File: src/sram_host_cfg.svh
`ifndef SRAM_HOST_CFG_SVH
`define SRAM_HOST_CFG_SVH
// address and data widths of the memory
`define SRAM_ADDR_W 20
`define SRAM_DATA_W 16
// x8 mode adds one address bit on the top data pin
`define SRAM_BYTE_ADDR_W 21
// top data pin index, doubles as extra address bit in x8 mode
`define SRAM_TOP_PIN 15
// clock period in ns
`define SRAM_CLK_NS 40
// read access time in ns, rounded up to cycles
`define SRAM_ACCESS_NS 55
`define SRAM_ACCESS_CYC ((`SRAM_ACCESS_NS + `SRAM_CLK_NS - 1) / `SRAM_CLK_NS)
// write strobe low time in ns, rounded up to cycles
`define SRAM_WRITE_NS 45
`define SRAM_WRITE_CYC ((`SRAM_WRITE_NS + `SRAM_CLK_NS - 1) / `SRAM_CLK_NS)
// state codes, one-hot
`define ST_IDLE 6'h01
`define ST_RSET 6'h02
`define ST_RWAIT 6'h04
`define ST_WSET 6'h08
`define ST_WPULSE 6'h10
`define ST_DONE 6'h20
`endif

File: src/sram_host_pkg.sv
`include "sram_host_cfg.svh"
package sram_host_pkg;
  // access sequencer states
  typedef enum logic [5:0] {
    ST_IDLE = `ST_IDLE,
    ST_RSET = `ST_RSET,
    ST_RWAIT = `ST_RWAIT,
    ST_WSET = `ST_WSET,
    ST_WPULSE = `ST_WPULSE,
    ST_DONE = `ST_DONE
  } access_state_e;
endpackage : sram_host_pkg

File: src/sram_sync2.sv
`timescale 1ns/1ns
// two-stage synchroniser for data pins coming back from the memory
module sram_sync2 #(
  parameter int WIDTH = 16
) (
  input wire logic i_clock,
  input wire logic i_sys_rst,
  input wire logic [WIDTH-1:0] i_async,
  output logic [WIDTH-1:0] o_sync
);
  // first stage, read only by the second
  logic [WIDTH-1:0] meta;

  // both stages clear on reset
  always_ff @(posedge i_clock) begin
    if (i_sys_rst) begin
      meta <= '0;
      o_sync <= '0;
    end else begin
      meta <= i_async;
      o_sync <= meta;
    end
  end
endmodule : sram_sync2

File: src/sram_host.sv
`timescale 1ns/1ns
`include "sram_host_cfg.svh"
// How it works
// - write: selected with write strobe low
// - read: selected with write strobe high
// - host drives no data pin during wide reads; x8 reads drive only the top pin
// - width select static, sampled when idle
module sram_host #(
  parameter int ACCESS_CYC = `SRAM_ACCESS_CYC,
  parameter int WRITE_CYC = `SRAM_WRITE_CYC
) (
  input wire logic i_clock,
  input wire logic i_sys_rst,
  input wire logic i_req_valid,
  output logic o_req_ready,
  input wire logic i_req_write,
  input wire logic [`SRAM_BYTE_ADDR_W-1:0] i_req_addr,
  input wire logic [`SRAM_DATA_W-1:0] i_req_wdata,
  input wire logic [1:0] i_req_lanes,
  input wire logic i_wide_mode,
  output logic o_resp_valid,
  output logic [`SRAM_DATA_W-1:0] o_resp_rdata,
  output logic [`SRAM_ADDR_W-1:0] o_mem_addr,
  output logic o_chip_select_low_n,
  output logic o_chip_select_high,
  output logic o_write_strobe_n,
  output logic o_output_gate_n,
  output logic o_low_lane_select_n,
  output logic o_high_lane_select_n,
  output logic o_width_select,
  input wire logic [`SRAM_DATA_W-1:0] i_data_pin,
  output logic [`SRAM_DATA_W-1:0] o_data_pin,
  output logic [`SRAM_DATA_W-1:0] o_data_pin_oe
);
  ////////////////////////////////////////////////////////////////////////////
  // state and access registers
  sram_host_pkg::access_state_e state; // sequencer state
  logic [7:0] wait_cnt; // cycles left in current phase
  logic is_write; // latched direction
  logic [1:0] lanes; // latched lane enables, bit0 low byte
  logic [`SRAM_DATA_W-1:0] wdata; // latched write data
  logic [`SRAM_DATA_W-1:0] rdata_sync; // data pins after two flops
  logic wide; // width mode, latched only when idle
  logic x8_top; // extra address bit for x8 mode

  // read data passes two flops before use
  sram_sync2 #(.WIDTH(`SRAM_DATA_W)) u_sync (
    .i_clock(i_clock),
    .i_sys_rst(i_sys_rst),
    .i_async(i_data_pin),
    .o_sync(rdata_sync)
  );

  // ready only while idle, so no request slips in mid-access
  assign o_req_ready = (state == sram_host_pkg::ST_IDLE);

  ////////////////////////////////////////////////////////////////////////////
  // width mode: a static strap, only resampled in idle cycles with no request
  // so the width used to capture a request is the one used for its whole access
  always_ff @(posedge i_clock) begin
    if (i_sys_rst) begin
      wide <= 1'b1;
    end else if (state == sram_host_pkg::ST_IDLE && !i_req_valid) begin
      wide <= i_wide_mode;
    end
  end
  assign o_width_select = wide;

  ////////////////////////////////////////////////////////////////////////////
  // sequencer: idle -> setup -> strobe/wait -> done -> idle
  always_ff @(posedge i_clock) begin
    if (i_sys_rst) begin
      state <= sram_host_pkg::ST_IDLE;
      wait_cnt <= 8'h00;
    end else begin
      case (state)
        sram_host_pkg::ST_IDLE: begin
          if (i_req_valid) begin
            state <= i_req_write ? sram_host_pkg::ST_WSET : sram_host_pkg::ST_RSET;
          end
        end
        // read setup cycle: data released before the gate opens
        sram_host_pkg::ST_RSET: begin
          state <= sram_host_pkg::ST_RWAIT;
          wait_cnt <= 8'(ACCESS_CYC + 2); // access plus synchroniser delay
        end
        sram_host_pkg::ST_RWAIT: begin
          if (wait_cnt == 8'h01) begin
            state <= sram_host_pkg::ST_DONE;
          end
          wait_cnt <= wait_cnt - 8'h01;
        end
        // write setup: address settles before the strobe; data is driven from the edge where the strobe falls
        sram_host_pkg::ST_WSET: begin
          state <= sram_host_pkg::ST_WPULSE;
          wait_cnt <= 8'(WRITE_CYC);
        end
        sram_host_pkg::ST_WPULSE: begin
          if (wait_cnt == 8'h01) begin
            state <= sram_host_pkg::ST_DONE;
          end
          wait_cnt <= wait_cnt - 8'h01;
        end
        // recovery cycle, strobe high and data still held
        sram_host_pkg::ST_DONE: begin
          state <= sram_host_pkg::ST_IDLE;
        end
        default: begin
          state <= sram_host_pkg::ST_IDLE;
        end
      endcase
    end
  end

  ////////////////////////////////////////////////////////////////////////////
  // request capture: address, lanes and data stay put for the access
  always_ff @(posedge i_clock) begin
    if (i_sys_rst) begin
      o_mem_addr <= '0;
      is_write <= 1'b0;
      lanes <= 2'h0;
      wdata <= '0;
      x8_top <= 1'b0;
    end else if (o_req_ready && i_req_valid) begin
      is_write <= i_req_write;
      wdata <= i_req_wdata;
      if (wide) begin
        o_mem_addr <= i_req_addr[`SRAM_ADDR_W-1:0];
        lanes <= i_req_lanes;
        x8_top <= 1'b0;
      end else begin
        // x8: byte address, lowest bit onto top data pin
        o_mem_addr <= i_req_addr[`SRAM_BYTE_ADDR_W-1:1];
        x8_top <= i_req_addr[0];
        lanes <= 2'h3;
      end
    end
  end

  ////////////////////////////////////////////////////////////////////////////
  // memory control pins, all from flops
  always_ff @(posedge i_clock) begin
    if (i_sys_rst) begin
      o_chip_select_low_n <= 1'b1;
      o_chip_select_high <= 1'b0;
      o_write_strobe_n <= 1'b1;
      o_output_gate_n <= 1'b1;
      o_low_lane_select_n <= 1'b1;
      o_high_lane_select_n <= 1'b1;
    end else begin
      case (state)
        // selects dropped outside accesses, lanes released too
        sram_host_pkg::ST_IDLE: begin
          o_chip_select_low_n <= !i_req_valid;
          o_chip_select_high <= i_req_valid;
          o_write_strobe_n <= 1'b1;
          o_output_gate_n <= 1'b1;
          o_low_lane_select_n <= 1'b1;
          o_high_lane_select_n <= 1'b1;
        end
        sram_host_pkg::ST_RSET: begin
          o_write_strobe_n <= 1'b1; // strobe held high for the read
          o_output_gate_n <= 1'b0;
          o_low_lane_select_n <= !(lanes[0] || !wide);
          o_high_lane_select_n <= !(lanes[1] || !wide);
        end
        sram_host_pkg::ST_WSET: begin
          o_write_strobe_n <= 1'b0;
          o_output_gate_n <= 1'b1;
          o_low_lane_select_n <= !(lanes[0] || !wide);
          o_high_lane_select_n <= !(lanes[1] || !wide);
        end
        sram_host_pkg::ST_WPULSE: begin
          if (wait_cnt == 8'h01) begin
            o_write_strobe_n <= 1'b1; // strobe rises before select drops
          end
        end
        sram_host_pkg::ST_RWAIT: begin
          if (wait_cnt == 8'h01) begin
            o_output_gate_n <= 1'b1;
          end
        end
        sram_host_pkg::ST_DONE: begin
          o_chip_select_low_n <= 1'b1;
          o_chip_select_high <= 1'b0;
          o_low_lane_select_n <= 1'b1;
          o_high_lane_select_n <= 1'b1;
        end
        default: begin
          o_chip_select_low_n <= 1'b1;
          o_chip_select_high <= 1'b0;
          o_write_strobe_n <= 1'b1;
          o_output_gate_n <= 1'b1;
        end
      endcase
    end
  end

  ////////////////////////////////////////////////////////////////////////////
  // data pin drivers: write data only during write phases
  always_ff @(posedge i_clock) begin
    if (i_sys_rst) begin
      o_data_pin <= '0;
      o_data_pin_oe <= '0;
    end else if (state == sram_host_pkg::ST_WSET || state == sram_host_pkg::ST_WPULSE) begin
      o_data_pin <= wdata;
      o_data_pin_oe <= wide ? {{8{lanes[1]}}, {8{lanes[0]}}} : 16'h80FF;
      if (!wide) begin
        o_data_pin[`SRAM_TOP_PIN] <= x8_top;
      end
    end else if (!wide && state != sram_host_pkg::ST_IDLE && state != sram_host_pkg::ST_DONE) begin
      // x8 read: only the address bit on the top pin is driven
      o_data_pin <= {x8_top, 15'h0000};
      o_data_pin_oe <= 16'h8000;
    end else begin
      o_data_pin_oe <= '0;
    end
  end

  ////////////////////////////////////////////////////////////////////////////
  // read answer, one-cycle pulse at end of read
  always_ff @(posedge i_clock) begin
    if (i_sys_rst) begin
      o_resp_valid <= 1'b0;
      o_resp_rdata <= '0;
    end else begin
      o_resp_valid <= 1'b0;
      if (state == sram_host_pkg::ST_RWAIT && wait_cnt == 8'h01) begin
        o_resp_valid <= 1'b1;
        o_resp_rdata <= wide ? rdata_sync : {8'h00, rdata_sync[7:0]};
      end
    end
  end

  ////////////////////////////////////////////////////////////////////////////
  // checks
  gate_off_write_a: assert property (@(posedge i_clock) disable iff (i_sys_rst)
    !o_write_strobe_n |-> o_output_gate_n) else $error("gate open during write");
  no_drive_read_a: assert property (@(posedge i_clock) disable iff (i_sys_rst)
    (!o_output_gate_n && wide) |-> (o_data_pin_oe == 16'h0000)) else $error("data driven in read");
  write_selected_a: assert property (@(posedge i_clock) disable iff (i_sys_rst)
    !o_write_strobe_n |-> (!o_chip_select_low_n && o_chip_select_high)) else $error("write unselected");
  read_selected_a: assert property (@(posedge i_clock) disable iff (i_sys_rst)
    !o_output_gate_n |-> (!o_chip_select_low_n && o_write_strobe_n)) else $error("read unselected");
  idle_standby_a: assert property (@(posedge i_clock) disable iff (i_sys_rst)
    (state == sram_host_pkg::ST_DONE) |=> o_chip_select_low_n && !o_chip_select_high) else $error("no standby");
  write_len_a: assert property (@(posedge i_clock) disable iff (i_sys_rst)
    $fell(o_write_strobe_n) |-> !o_write_strobe_n [*2]) else $error("short write strobe");
  addr_stable_a: assert property (@(posedge i_clock) disable iff (i_sys_rst)
    (!o_chip_select_low_n && !$rose(o_chip_select_low_n) && !$past(o_chip_select_low_n)) |-> $stable(o_mem_addr))
    else $error("address moved");
  read_resp_a: assert property (@(posedge i_clock) disable iff (i_sys_rst)
    (state == sram_host_pkg::ST_RSET) |-> ##[1:10] o_resp_valid) else $error("no read answer");
  lanes_write_a: assert property (@(posedge i_clock) disable iff (i_sys_rst)
    (!o_write_strobe_n && wide) |-> (o_data_pin_oe[0] == !o_low_lane_select_n)) else $error("lane mismatch");
endmodule : sram_host

File: config.mk
export PLATFORM = sky130hd
export DESIGN_NAME = sram_host
export DESIGN_NICKNAME = d
export VERILOG_FILES = /design/src/sram_host_pkg.sv /design/src/sram_sync2.sv /design/src/sram_host.sv
export VERILOG_INCLUDE_DIRS = /design/src
export SDC_FILE = /design/constraint.sdc
export NUM_CORES = 1
export LEC_CHECK = 0
export ABC_AREA = 1
export BUFFER_PORTS_ARGS = -buffer_cell sky130_fd_sc_hd__buf_2
export CORE_AREA = 5 5 106 108
export CTS_CLUSTER_DIAMETER = 120
export DETAILED_ROUTE_END_ITERATION = 10
export DIE_AREA = 0 0 111 113
export PLACE_DENSITY = 0.79
export SLEW_MARGIN = 10
export SYNTH_ARGS = -nofsm -noshare
export SYNTH_HDL_FRONTEND = slang
export SYNTH_SLANG_ARGS = --single-unit
export TNS_END_PERCENT = 10
File: constraint.sdc
create_clock -name i_clock -period 1.6 [get_ports i_clock]
set_input_delay 0.48 -clock i_clock [delete_from_list [all_inputs] [get_ports i_clock]]
set_output_delay 0.48 -clock i_clock [all_outputs]
set_load 0.02 [all_outputs]
-- After elaboration in Yosys (flattened, before gate mapping)
Index checks and enable logic that the tools add are counted.
- register bits: 141
- input port bits: 60
- logic and storage cells: 82
- add/sub/neg operators: 1
- equal/unequal tests: 13
- muxes and demuxes: 23
- bitwise logic cells: 2
- reductions and logical operators: 24
- operators with widths (cell ; count):
    16-bit 2-to-1 mux ; 6
    6-bit case mux with 4 select lines ; 1
    8-bit case mux with 3 select lines ; 1
    20-bit 2-to-1 mux ; 1
    6-bit 2-to-1 mux ; 2
    2-bit OR reduction ; 5
    8-bit by 1-bit equality test with 1-bit output (second input constant) ; 1
    1-bit case mux with 2 select lines ; 4
    8-bit by 1-bit subtractor with 8-bit output (second input constant) ; 1
    6-bit by 1-bit equality test with 1-bit output (second input constant) ; 1
    6-bit by 2-bit equality test with 1-bit output (second input constant) ; 1
    6-bit by 3-bit equality test with 1-bit output (second input constant) ; 1
    6-bit by 4-bit equality test with 1-bit output (second input constant) ; 1
    6-bit by 5-bit equality test with 1-bit output (second input constant) ; 1
    6-bit equality test (second input constant) ; 1
    2-bit != test (second input constant) ; 3
    6-bit by 1-bit != test with 1-bit output (second input constant) ; 1
    6-bit != test (second input constant) ; 1
    1-bit case mux with 3 select lines ; 2
    2-bit AND reduction ; 3
    1-bit logical AND ; 5
    1-bit zero test ; 4
    1-bit 2-to-1 mux ; 4
    4-bit 2-to-1 mux ; 1
    other kinds (7) ; 11

-- Depth between registers and ports, before layout
Gate-level depths: netlist of run 1.
- depth after elaboration: 5
- gate-level depth with buffers: 10
- gate-level depth less buffers: 9

-- Hierarchy
From an unflattened synthesis of run 1, not the netlist that was laid out.
- cells, all modules: 661
- area total of the unflattened synthesis: 4999.8 µm²
- modules (own cells, without submodules) (module ; times used ; cells an instance ; area each (µm²) ; sequential area each (µm²)):
    sram_host ; 1 ; 562 ; 4085.2 ; 1921.8
    sram_sync2 ; 1 ; 99 ; 914.6 ; 640.6

-- Worst setup path after synthesis of run 1
No wires, ideal clock.
- kind: input-to-reg
- start point: in i_sys_rst
- end point: reg wdata[13]
- library setup time: 70 ps
- arrival: 1298 ps
- path slack: 232 ps
- stages on the path: 6
- buffers on the path: 3
- cells stage by stage: clkbuf_1 > inv_1 > buf_4 > buf_2 > o21ai_0 > a21oi_1
- RTL lines (what ; line ; RTL):
    start: declaration ; sram_host.sv:13 ; input wire logic i_sys_rst,
    end signal: assignment ; sram_host.sv:126 ; wdata <= i_req_wdata;
    end: declaration ; sram_host.sv:41 ; logic [`SRAM_DATA_W-1:0] wdata;

-- Worst setup path after layout of run 1
- start point: reg state[0]
- end point: out o_req_ready
- word-level cells in the longest chain between the ends: 1
- ends and longest elaborated chain (what ; line ; RTL):
    start: declaration ; sram_host.sv:37 ; sram_host_pkg::access_state_e state;
    start signal: assignment ; sram_host.sv:73 ; state <= sram_host_pkg::ST_IDLE;
    start signal: assignment ; sram_host.sv:79 ; state <= i_req_write ? sram_host_pkg::ST_WSET : sram_host_pkg::ST_RSET;
    start signal: assignment ; sram_host.sv:84 ; state <= sram_host_pkg::ST_RWAIT;
    6-bit by 1-bit equality test with 1-bit output ; sram_host.sv:55 ; assign o_req_ready = (state == sram_host_pkg::ST_IDLE);
    end: declaration ; sram_host.sv:15 ; output logic o_req_ready,
Every way passes these cells.

==> summary.txt, run 1 <==
Outcome
  – Outcome: complete, but fails checks
  – Failing checks: negative setup slack

Power
  – Power density cells: 1240 mW/mm2
  – Leak: 3.14 nW
  – Worst vdd ir: 0.797 mV
  – Register share of total power: 43.4%
  – Psw: 1.93 mW
  – Clock share of power: 46.0%
  – Comb power frac: 10.6%
  – Final Power: 7.88 mW
  – Pint: 5.95 mW
  – Fraction of power spent switching nets: 24.5%

Logic synthesis
  – EDFF count, synth: 0
  – Yosys reg bits: 128
  – Post-synthesis sequential area ratio: 51.5%
  – Area contributors post-synth: dfxtp_1 51%, nor2_1 8.5%, o21ai_0 7.6%
  – Yosys top cell area share: 51.5%
  – Synth warn: 0
  – Async S/R FF share, synth: 0%
  – Syn Nets: 707
  – Post-Syn Area: 0.00498 mm2
  – Yosys top cell by area: dfxtp_1
  – Netlist cell types: 29
  – Cell with the most instances after synthesis: dfxtp_1
  – Most instantiated cells after synthesis: 128 x dfxtp_1, 113 x nor2_1, 92 x nand2_1
  – Cells after synthesis: 645
  – Avg Cell Area, Syn: 7.72 um2
  – Most used flip-flop cell after synthesis: dfxtp_1

Finish
  – Syn-to-layout area delta: 28.0%
  – Fin cells: 929
  – Final core occ: 62.8%
  – Final net count: 840
  – Layout cells sized above 1: 28.2%
  – Filler Cells Inserted: 863
  – Final instance area: 0.00637 mm2

GRT
  – Met2 usage: 34.0%
  – Vias in the first global route: 4424
  – GRT overflow: 0
  – Busiest grt layer: met2
  – Pin count of the biggest net entering global routing: 59
  – Met1 Resource Use GR: 20.8%
  – Initial antenna violation count: 2
  – First-pass GRT wire length: 19800 um
  – GRT Total Usage: 19.2%
  – GR Layer Usage met3: 6.15%

Clocking
  – Clock Latency Late Sink: 520 ps
  – Clock sink total: 128
  – CTS clk-pin slew, worst paths: 60 ps
  – TritonCTS clock tree: done
  – H-tree depth: 4
  – Root Driver: clkbuf_8
  – TritonCTS Buffers: 17
  – Clock Tree Buf Depth: 2

Critical path
  – Startpoint types: flip-flop
  – Worst EP arrival: 1270 ps
  – Worst R2R Start: state[0]
  – Timing startpoint of the critical path: state[0]
  – Worst R2R Path Depth: 9
  – WS Path Type: reg2out
  – R2R setup slack: -40 ps
  – Worst Path Max Fanout: 2
  – FF-to-FF End: o_data_pin[15]
  – Critical Path RT: 1120 ps
  – Critical Path End Type: output port

Timing
  – Final setup fails: 2
  – Setup Skew: 13.8 ps
  – Final setup TNS: -186 ps
  – Worst-margin pin slew: 514 ps
  – Ratio of final minimum period to clock period: 109%
  – RSZ-0062 raised after global routing: yes
  – Slew Limit Headroom: 65.7%
  – Fmax: 0.571 GHz
  – Final Worst Setup Slack: -151 ps
  – Hold Vio Cnt, Final: 0
  – Slew Limit Fails: 0
  – Tmin final: 1750 ps

Floorplan
  – Core area: 0.0101 mm2
  – Initial Util: 49.1%
  – Die ar.: 0.0125 mm2
  – Die height: 113 um
  – Die extent in x: 111 um
  – Ports: 137
  – FP Rows: 37

Worst hold path
  – Hold path startpoint: i_data_pin[0]
  – Min-delay worst type: in2reg
  – Hold EP: u_sync.meta[0]
  – Worst hold path stage count: 3

Drt
  – DRC: 0
  – Routed vias: 4599
  – Avg WL per Cell: 13.2 um
  – Vias per cell: 4.95
  – Post-DRT Antenna Nets: 0
  – Final wirelength: 12300 um
  – Router iterations before antenna repair: 5
  – 1st-iter DRT viols: 220

Placed design
  – IO Port Bufs: 136
  – Placed Cells: 884
  – Routability cong.: 0.870
  – DP Area: 0.00567 mm2
  – Dpl hpwl: 8500 um

Job
  – Max-cap violation count: 0
==> per-layer routing <==
| metal | up-vias | wire length (um) |
|---|---|---|
| li1 | 2283 | - |
| met1 | 2090 | 4880 |
| met2 | 190 | 6170 |
| met3 | 36 | 834 |
| met4 | 0 | 390 |
| met5 | - | 0 |
==> through the flow <==
stage | hold WS [ps] | setup slack, ps
after floorplan | 388 | 232
after global placement | 390 | 167
after detailed placement | 392 | 47.9
after CTS | 145 | -167
after global routing | 141 | -203
final | 158 | -151
==> power groups by stage <==
| stage | registers [mW] | clock network [mW] | logic, mW |
|---|---|---|---|
| final | 3.42 | 3.62 | 0.834 |
| after floorplan | 3.56 | 0 | 0.444 |
| after CTS | 3.42 | 3.67 | 0.825 |
| after global routing | 3.44 | 3.84 | 0.923 |
| after global placement | 3.48 | 0 | 0.762 |
| after detailed placement | 3.49 | 0 | 0.788 |
==> cells in the final DEF, fill, tap and decap left out, types with 3 or more instances in the layout <==
| cell | n |
|---|---|
| buf_4 | 18 |
| buf_12 | 3 |
| o22ai_1 | 14 |
| nand3_1 | 32 |
| o21ai_1 | 4 |
| nor2_2 | 3 |
| inv_1 | 79 |
| dfxtp_1 | 120 |
| nor2_1 | 113 |
| a21oi_1 | 30 |
| clkbuf_8 | 3 |
| o21ai_0 | 75 |
| clkbuf_16 | 16 |
| clkbuf_1 | 4 |
| nand2_2 | 4 |
| buf_2 | 135 |
| nand2_1 | 90 |
| clkinv_4 | 4 |
| nor2_4 | 6 |
| dfxtp_2 | 8 |
| nand3_2 | 4 |
| nand2_4 | 4 |
| clkinv_2 | 3 |
| inv_2 | 4 |
==> flip-flops by register name, indices dropped and copies added, names as in the netlist, 2 cells and up <==
signal / count
o_mem_addr: 20
o_data_pin: 16
o_resp_rdata: 16
u_sync.meta: 16
u_sync.o_sync: 16
wdata: 16
wait_cnt: 8
state: 6
o_data_pin_oe: 3
lanes: 2
==> worst max path at each step <==
stage / end
floorplan: wdata[13]
finish: o_req_ready
CTS: o_req_ready
detailed placement: o_resp_rdata[8]
global placement: o_resp_rdata[10]
global route: o_req_ready
==> critical path, stage by stage (launching register included) <==
cell and delay, ps:
dfxtp_2 340, inv_2 50, nor2_4 100, nand3_4 100, clkinv_4 60, buf_6 110
==> area by class of cell <==
| class | instances | area [um2] | area share [%] |
|---|---|---|---|
| clock buffers | 23 | 457 | 7.17 |
| diodes | 2 | 5.00 | 0.0786 |
| clock inverters | 9 | 109 | 1.71 |
| repair buffers | 157 | 882 | 13.9 |
| well taps | 136 | 170 | 2.67 |
| inverters | 84 | 320 | 5.03 |
| multi-input cells | 390 | 1850 | 29.1 |
| flip-flops and latches | 128 | 2570 | 40.4 |
==> cell families (layout without fill, tap and decap cells) <==
logic type,count (synthesis),in the layout,synth area share [%]
adder cells (fa/ha/maj),2,2,0.503
AO/OA/AOI/OAI,124,124,12.9
flip-flops,128,128,51.5
other,0,2,0
AND/OR/NAND/NOR,263,264,23.2
buffers and inverters,128,273,11.9
==> what timing repair did <==
action                                  4_1_cts  5_1_grt
resized for setup                            10       10
gates cloned                                  0        1
pin swaps                                     3        6
endpoints found under the setup margin       10       46
hold buffers                                  0        0
buffers inserted                              5        5
No activity file was read; power rests on OpenSTA's default activity.
==> run 2: changes to the inputs <==
Settings changed: SETUP_SLACK_MARGIN from default to 0.4.
==> summary.txt, run 2 (same netlist as run 1, synthesis figures left out) <==
Outcome
  – Outcome: complete, but fails checks
  – Failing checks: negative setup slack

Clocking
  – TritonCTS Buffers: 17 (unchanged)
  – Clock Latency Late Sink: 520 ps (about the same)
  – Clock sink total: 128 (unchanged)
  – H-tree depth: 4 (unchanged)
  – Clock Tree Buf Depth: 2 (unchanged)
  – TritonCTS clock tree: done
  – Root Driver: clkbuf_8
  – CTS clk-pin slew, worst paths: 60 ps (about the same)

Timing
  – Fmax: 0.560 GHz (-1.9%)
  – Tmin final: 1790 ps (+34.5 ps)
  – Setup Skew: 8.39 ps (-5.45 ps)
  – Worst-margin pin slew: 566 ps (+52.0 ps)
  – Hold slack: 158 ps (-0.00500 ps)
  – Final setup TNS: -351 ps (-165 ps)
  – RSZ-0062 raised after global routing: yes
  – Final Worst Setup Slack: -185 ps (-34.5 ps)
  – Slew Limit Fails: 0 (unchanged)
  – Hold Vio Cnt, Final: 0 (unchanged)
  – Ratio of final minimum period to clock period: 112% (+2.2 points)
  – Final setup fails: 12 (+10)
  – Slew Limit Headroom: 62.2% (-3.5 points)

Critical path
  – Crit-path leading delay family: flip-flops
  – Critical Path RT: 1120 ps (about the same)
  – WP buf/inv: 2 (-1)
  – Worst Path Max Fanout: 3 (+1)
  – Crit path cell chain: nor2_4 -> nand3_4 -> clkinv_4 -> buf_6
  – Startpoint types: flip-flop
  – Worst EP arrival: 1310 ps (+40 ps)
  – Max stage delay on crit path: 370 ps (+30 ps)
  – WS Path Type: reg2out
  – Slowest CP cell: dfxtp_4
  – Critical Path End Type: output port

Power
  – Worst vdd ir: 0.740 mV (-7.1%)
  – Leak: 3.49 nW (+11%)
  – Fraction of power spent switching nets: 26.6% (+2.1 points)
  – Clock share of power: 45.1% (-0.9 points)
  – Psw: 2.25 mW (+17%)
  – Power density cells: 1080 mW/mm2 (-13%)
  – Comb power frac: 14.0% (+3.4 points)
  – Register share of total power: 40.9% (-2.5 points)
  – Pint: 6.21 mW (+4.3%)
  – Final Power: 8.46 mW (+7.3%)

Floorplan
  – Die ar.: 0.0125 mm2 (unchanged)
  – Die height: 113 um (unchanged)
  – Core area: 0.0101 mm2 (unchanged)
  – Initial Util: 49.1% (unchanged)
  – Ports: 137 (unchanged)
  – FP Rows: 37 (unchanged)
  – Die extent in x: 111 um (unchanged)

Drt
  – DRC: 0 (unchanged)
  – Routed vias: 5215 (+13%)
  – Post-DRT Antenna Nets: 0 (unchanged)
  – Final wirelength: 17600 um (+43%)
  – Router iterations before antenna repair: 8 (+3)
  – 1st-iter DRT viols: 559 (+150%)
  – Avg WL per Cell: 18.6 um (+40%)
  – Vias per cell: 5.50 (+11%)

Placed design
  – Routability cong.: 0.832 (-4.3%)
  – IO Port Bufs: 136 (unchanged)
  – DP Area: 0.00569 mm2 (+0.40%)
  – Placed Cells: 882 (-0.23%)
  – Post-Place Worst Slack: 113 ps (+65.5 ps)
  – Dpl hpwl: 8250 um (-3.0%)

Finish
  – Layout cells sized above 1: 48.9% (+21 points)
  – Commonest non-fill, non-tap cell in the layout: nor2_1
  – Commonest cells after routing, fill and taps aside: 101 x nor2_1, 85 x buf_6, 81 x nand2_1, 72 x inv_1, 66 x dfxtp_2
  – Antenna diodes: 0 (-2)
  – Syn-to-layout area delta: 58.0%
  – Most flops, register: o_mem_addr
  – Max reg flops: 20 (unchanged)
  – Final core occ: 77.6% (+15 points)
  – Filler Cells Inserted: 564 (-35%)
  – Final net count: 861 (+2.5%)
  – Fin cells: 948 (+2.0%)
  – Final instance area: 0.00787 mm2 (+23%)

GRT
  – Pin count of the biggest net entering global routing: 50 (-15%)
  – GRT Total Usage: 22.6% (+3.3 points)
  – Initial antenna violation count: 0 (-2)
  – Busiest grt layer: met2
  – GR Layer Usage met3: 5.99% (-0.16 points)
  – First-pass GRT wire length: 23200 um (+17%)
  – Met2 usage: 41.1% (+7.0 points)
  – Met1 Resource Use GR: 23.8% (+3.0 points)
  – Vias in the first global route: 4938 (+12%)
  – GRT overflow: 0 (unchanged)

Worst hold path
  – Min-delay worst type: in2reg

Job
  – Max-cap violation count: 0 (unchanged)
[run 2: final timing paths]
| check | start | endpoint | slack (ps) | cells after the start |
|---|---|---|---|---|
| max | state[2] | o_req_ready | -190 | 4 |
| min | i_data_pin[7] | u_sync.meta[7] | 160 | 3 |
| max reg2reg | state[1] | o_data_pin[8] | -40 | 7 |
| min reg2reg | u_sync.meta[6] | u_sync.o_sync[6] | 400 | 2 |
[run 2: cell type report]
| class | count | area, um2 | share of cell area (%) |
|---|---|---|---|
| clock buffers | 21 | 459 | 5.84 |
| well taps | 136 | 170 | 2.16 |
| repair buffers | 177 | 1690 | 21.5 |
| inverters | 84 | 347 | 4.41 |
| clock inverters | 11 | 130 | 1.65 |
| multi-input cells | 391 | 2400 | 30.6 |
| flip-flops and latches | 128 | 2660 | 33.9 |
[run 2: worst min-delay path, stage by stage]
cell and delay (ps):
buf_2 70, inv_1 30, nor2_1 70
[run 2: power by group through the flow]
stage	registers (mW)	logic [mW]	clock network, mW
final	3.46	1.19	3.82
after floorplan	3.56	0.461	0
after global placement	3.48	0.771	0
after CTS	3.44	1.01	3.78
after global routing	3.47	1.27	3.98
after detailed placement	3.48	0.792	0
[run 2: timing repair]
action / 4_1_cts / 5_1_grt
endpoints found under the hold margin: 0 / 0
setup buffers: 10 / 21
gates resized for setup: 323 / 87
hold buffers: 0 / 0
setup endpoints to repair: 170 / 173
pin swaps: 63 / 56
gates cloned: 1 / 2
[run 2: layer usage]
| metal | part of all wire [%] | wire length, um |
|---|---|---|
| met2 | 51 | 8940 |
| met4 | 6.6 | 1160 |
| met3 | 6.7 | 1170 |
| met5 | 0 | 0 |
| met1 | 36 | 6310 |
==> run 3: changes to the inputs <==
Settings changed: CORE_AREA 5 5 106 108 to 5 5 107 109, CTS_CLUSTER_DIAMETER 120 to 40, DIE_AREA 0 0 111 113 to 0 0 112 114, PLACE_DENSITY 0.79 to 0.78.
==> summary.txt, run 3 (same netlist as run 1, synthesis figures left out) <==
Floorplan
  – Die extent in x: 112 um (+0.90%)
  – Initial Util: 47.4% (-1.7 points)
  – Die height: 114 um (+0.88%)
  – Ports: 137 (unchanged)
  – Core area: 0.0105 mm2 (+3.6%)
  – Die ar.: 0.0128 mm2 (+1.8%)
  – FP Rows: 38 (+2.7%)

Timing
  – RSZ-0062 raised after global routing: yes
  – Slew Limit Headroom: 63.8% (+1.5 points)
  – Ratio of final minimum period to clock period: 111% (-0.48 points)
  – Worst-margin pin slew: 543 ps (-23.1 ps)
  – Setup Skew: 9.53 ps (+1.14 ps)
  – Tmin final: 1780 ps (-7.66 ps)
  – Final setup fails: 19 (+7)
  – Slew Limit Fails: 0 (unchanged)
  – Final Worst Setup Slack: -177 ps (+7.66 ps)
  – Fmax: 0.563 GHz (+0.43%)
  – Hold Vio Cnt, Final: 0 (unchanged)

Finish
  – Antenna diodes: 0 (unchanged)
  – Max reg flops: 20 (unchanged)
  – Layout cells sized above 1: 44.2% (-4.7 points)
  – Most flops, register: o_mem_addr
  – Final net count: 858 (-0.35%)
  – Commonest cells after routing, fill and taps aside: 106 x nor2_1, 87 x nand2_1, 86 x buf_6, 75 x inv_1, 66 x dfxtp_2
  – Syn-to-layout area delta: 53.2%
  – Commonest non-fill, non-tap cell in the layout: nor2_1
  – Final instance area: 0.00762 mm2 (-3.1%)

Drt
  – Routed vias: 4713 (-9.6%)
  – Vias per cell: 4.97 (-9.6%)
  – 1st-iter DRT viols: 315 (-44%)
  – Post-DRT Antenna Nets: 0 (unchanged)
  – Avg WL per Cell: 15.3 um (-18%)
  – Final wirelength: 14500 um (-18%)
  – DRC: 0 (unchanged)
  – Router iterations before antenna repair: 7 (-1)

Critical path
  – Worst EP arrival: 1300 ps (about the same)
  – Critical Path End Type: output port
  – Critical Path RT: 1120 ps (about the same)
  – Startpoint types: flip-flop
  – Slowest CP cell: dfxtp_2
  – R2R setup slack: -80 ps (-40 ps)
  – Worst Path Max Fanout: 2 (-1)
  – Worst R2R Path Depth: 11 (+4)
  – Max stage delay on crit path: 340 ps (-30 ps)
  – Worst R2R Start: state[0]
  – Crit path cell chain: nor2_4 -> nand3_4 -> clkinv_4 -> buf_6
  – WS Path Type: reg2out
  – Timing startpoint of the critical path: state[3]
  – FF-to-FF End: o_data_pin[13]

Clocking
  – Clock Latency Late Sink: 520 ps (about the same)
  – TritonCTS clock tree: done
  – Root Driver: clkbuf_8
  – Clock Tree Buf Depth: 2 (unchanged)
  – H-tree depth: 4 (unchanged)
  – Clock sink total: 128 (unchanged)
  – Hold_buf cts: 0 (unchanged)
  – TritonCTS Buffers: 17 (unchanged)
  – CTS clk-pin slew, worst paths: 70 ps (about the same)

Worst hold path
  – Hold path startpoint: i_req_write
  – Hold EP: state[1]
  – Worst hold path stage count: 2 (-1)
  – Min-delay worst type: in2reg

Placed design
  – Routability cong.: 0.923 (+11%)
  – Dpl hpwl: 7900 um (-4.2%)
  – IO Port Bufs: 136 (unchanged)
  – DP Area: 0.00572 mm2 (+0.48%)

Job
  – Max-cap violation count: 0 (unchanged)

GRT
  – GRT overflow: 0 (unchanged)
  – Pin count of the biggest net entering global routing: 59 (+18%)
  – GRT Total Usage: 19.8% (-2.8 points)
  – Initial antenna violation count: 0 (unchanged)
  – Vias in the first global route: 4414 (-11%)
  – First-pass GRT wire length: 20500 um (-12%)

Power
  – Power density cells: 1150 mW/mm2 (+7.4%)
  – Leak: 3.41 nW (-2.4%)
  – Worst vdd ir: 0.941 mV (+27%)
  – Final Power: 8.80 mW (+4.1%)

Outcome
  – Failing checks: negative setup slack
  – Outcome: complete, but fails checks
run 3: changes by cell type in the layout (fill, tap and decap cells not counted), sizes merged:
cell,change
bufinv,+4
clkinv,-3
buf,-2
clkbuf,-2
bufbuf,-1
clkinvlp,+1
nand2,-1
run 3: timing repair:
action | 4_1_cts | 5_1_grt
endpoints found under the hold margin | 0 | 0
setup endpoints to repair | 169 | 172
pin swaps | 33 | 40
buffers inserted | 8 | 18
gates cloned | 0 | 2
gates resized for setup | 263 | 80
run 3: final cells by class:
class                           count  area [um2]
Fill cell                         712        2880
Sequential cell                   128        2660
Multi-Input combinational cell    390        2200
Timing Repair Buffer              175        1590
Clock buffer                       18         418
Inverter                           84         349
Clock inverter                     13         235
Tap cell                          140         175
run 3: report_power, final:
group          switching (mW)  internal (mW)  leakage (nW)
sequential             0.0901           3.36          1.07
clock                    1.44           2.85         0.312
combinational           0.618          0.452          2.02
run 3: worst max path at each step:
stage	to	slack (ps)
floorplan	o_resp_rdata[0]	340
global placement	o_resp_rdata[10]	180
detailed placement	o_data_pin[15]	160
CTS	o_req_ready	-140
global route	o_req_ready	-250
finish	o_req_ready	-180
run 3: critical path, delay by kind of cell (launching register included):
kind | cells | cell delay (ps)
simple gates | 2 | 260
flops | 1 | 340
buf+inv | 2 | 170
run 3: metrics by stage:
step	TNS, ps	hold WS [ps]	utilization [%]	instances	worst slack (ps)
floorplan	0	388	-	645	343
global placement	0	389	54.5	889	178
detailed placement	0	394	54.5	889	156
CTS	-144	108	67.6	928	-144
global route	-2760	115	72.6	948	-247
finish	-1050	144	72.6	948	-177
run 3: metal layers:
layer	wire length, um	GRT usage (%)
met1	5680	22.1
met2	7600	35.0
met3	854	6.05
met4	352	8.25
met5	0	0
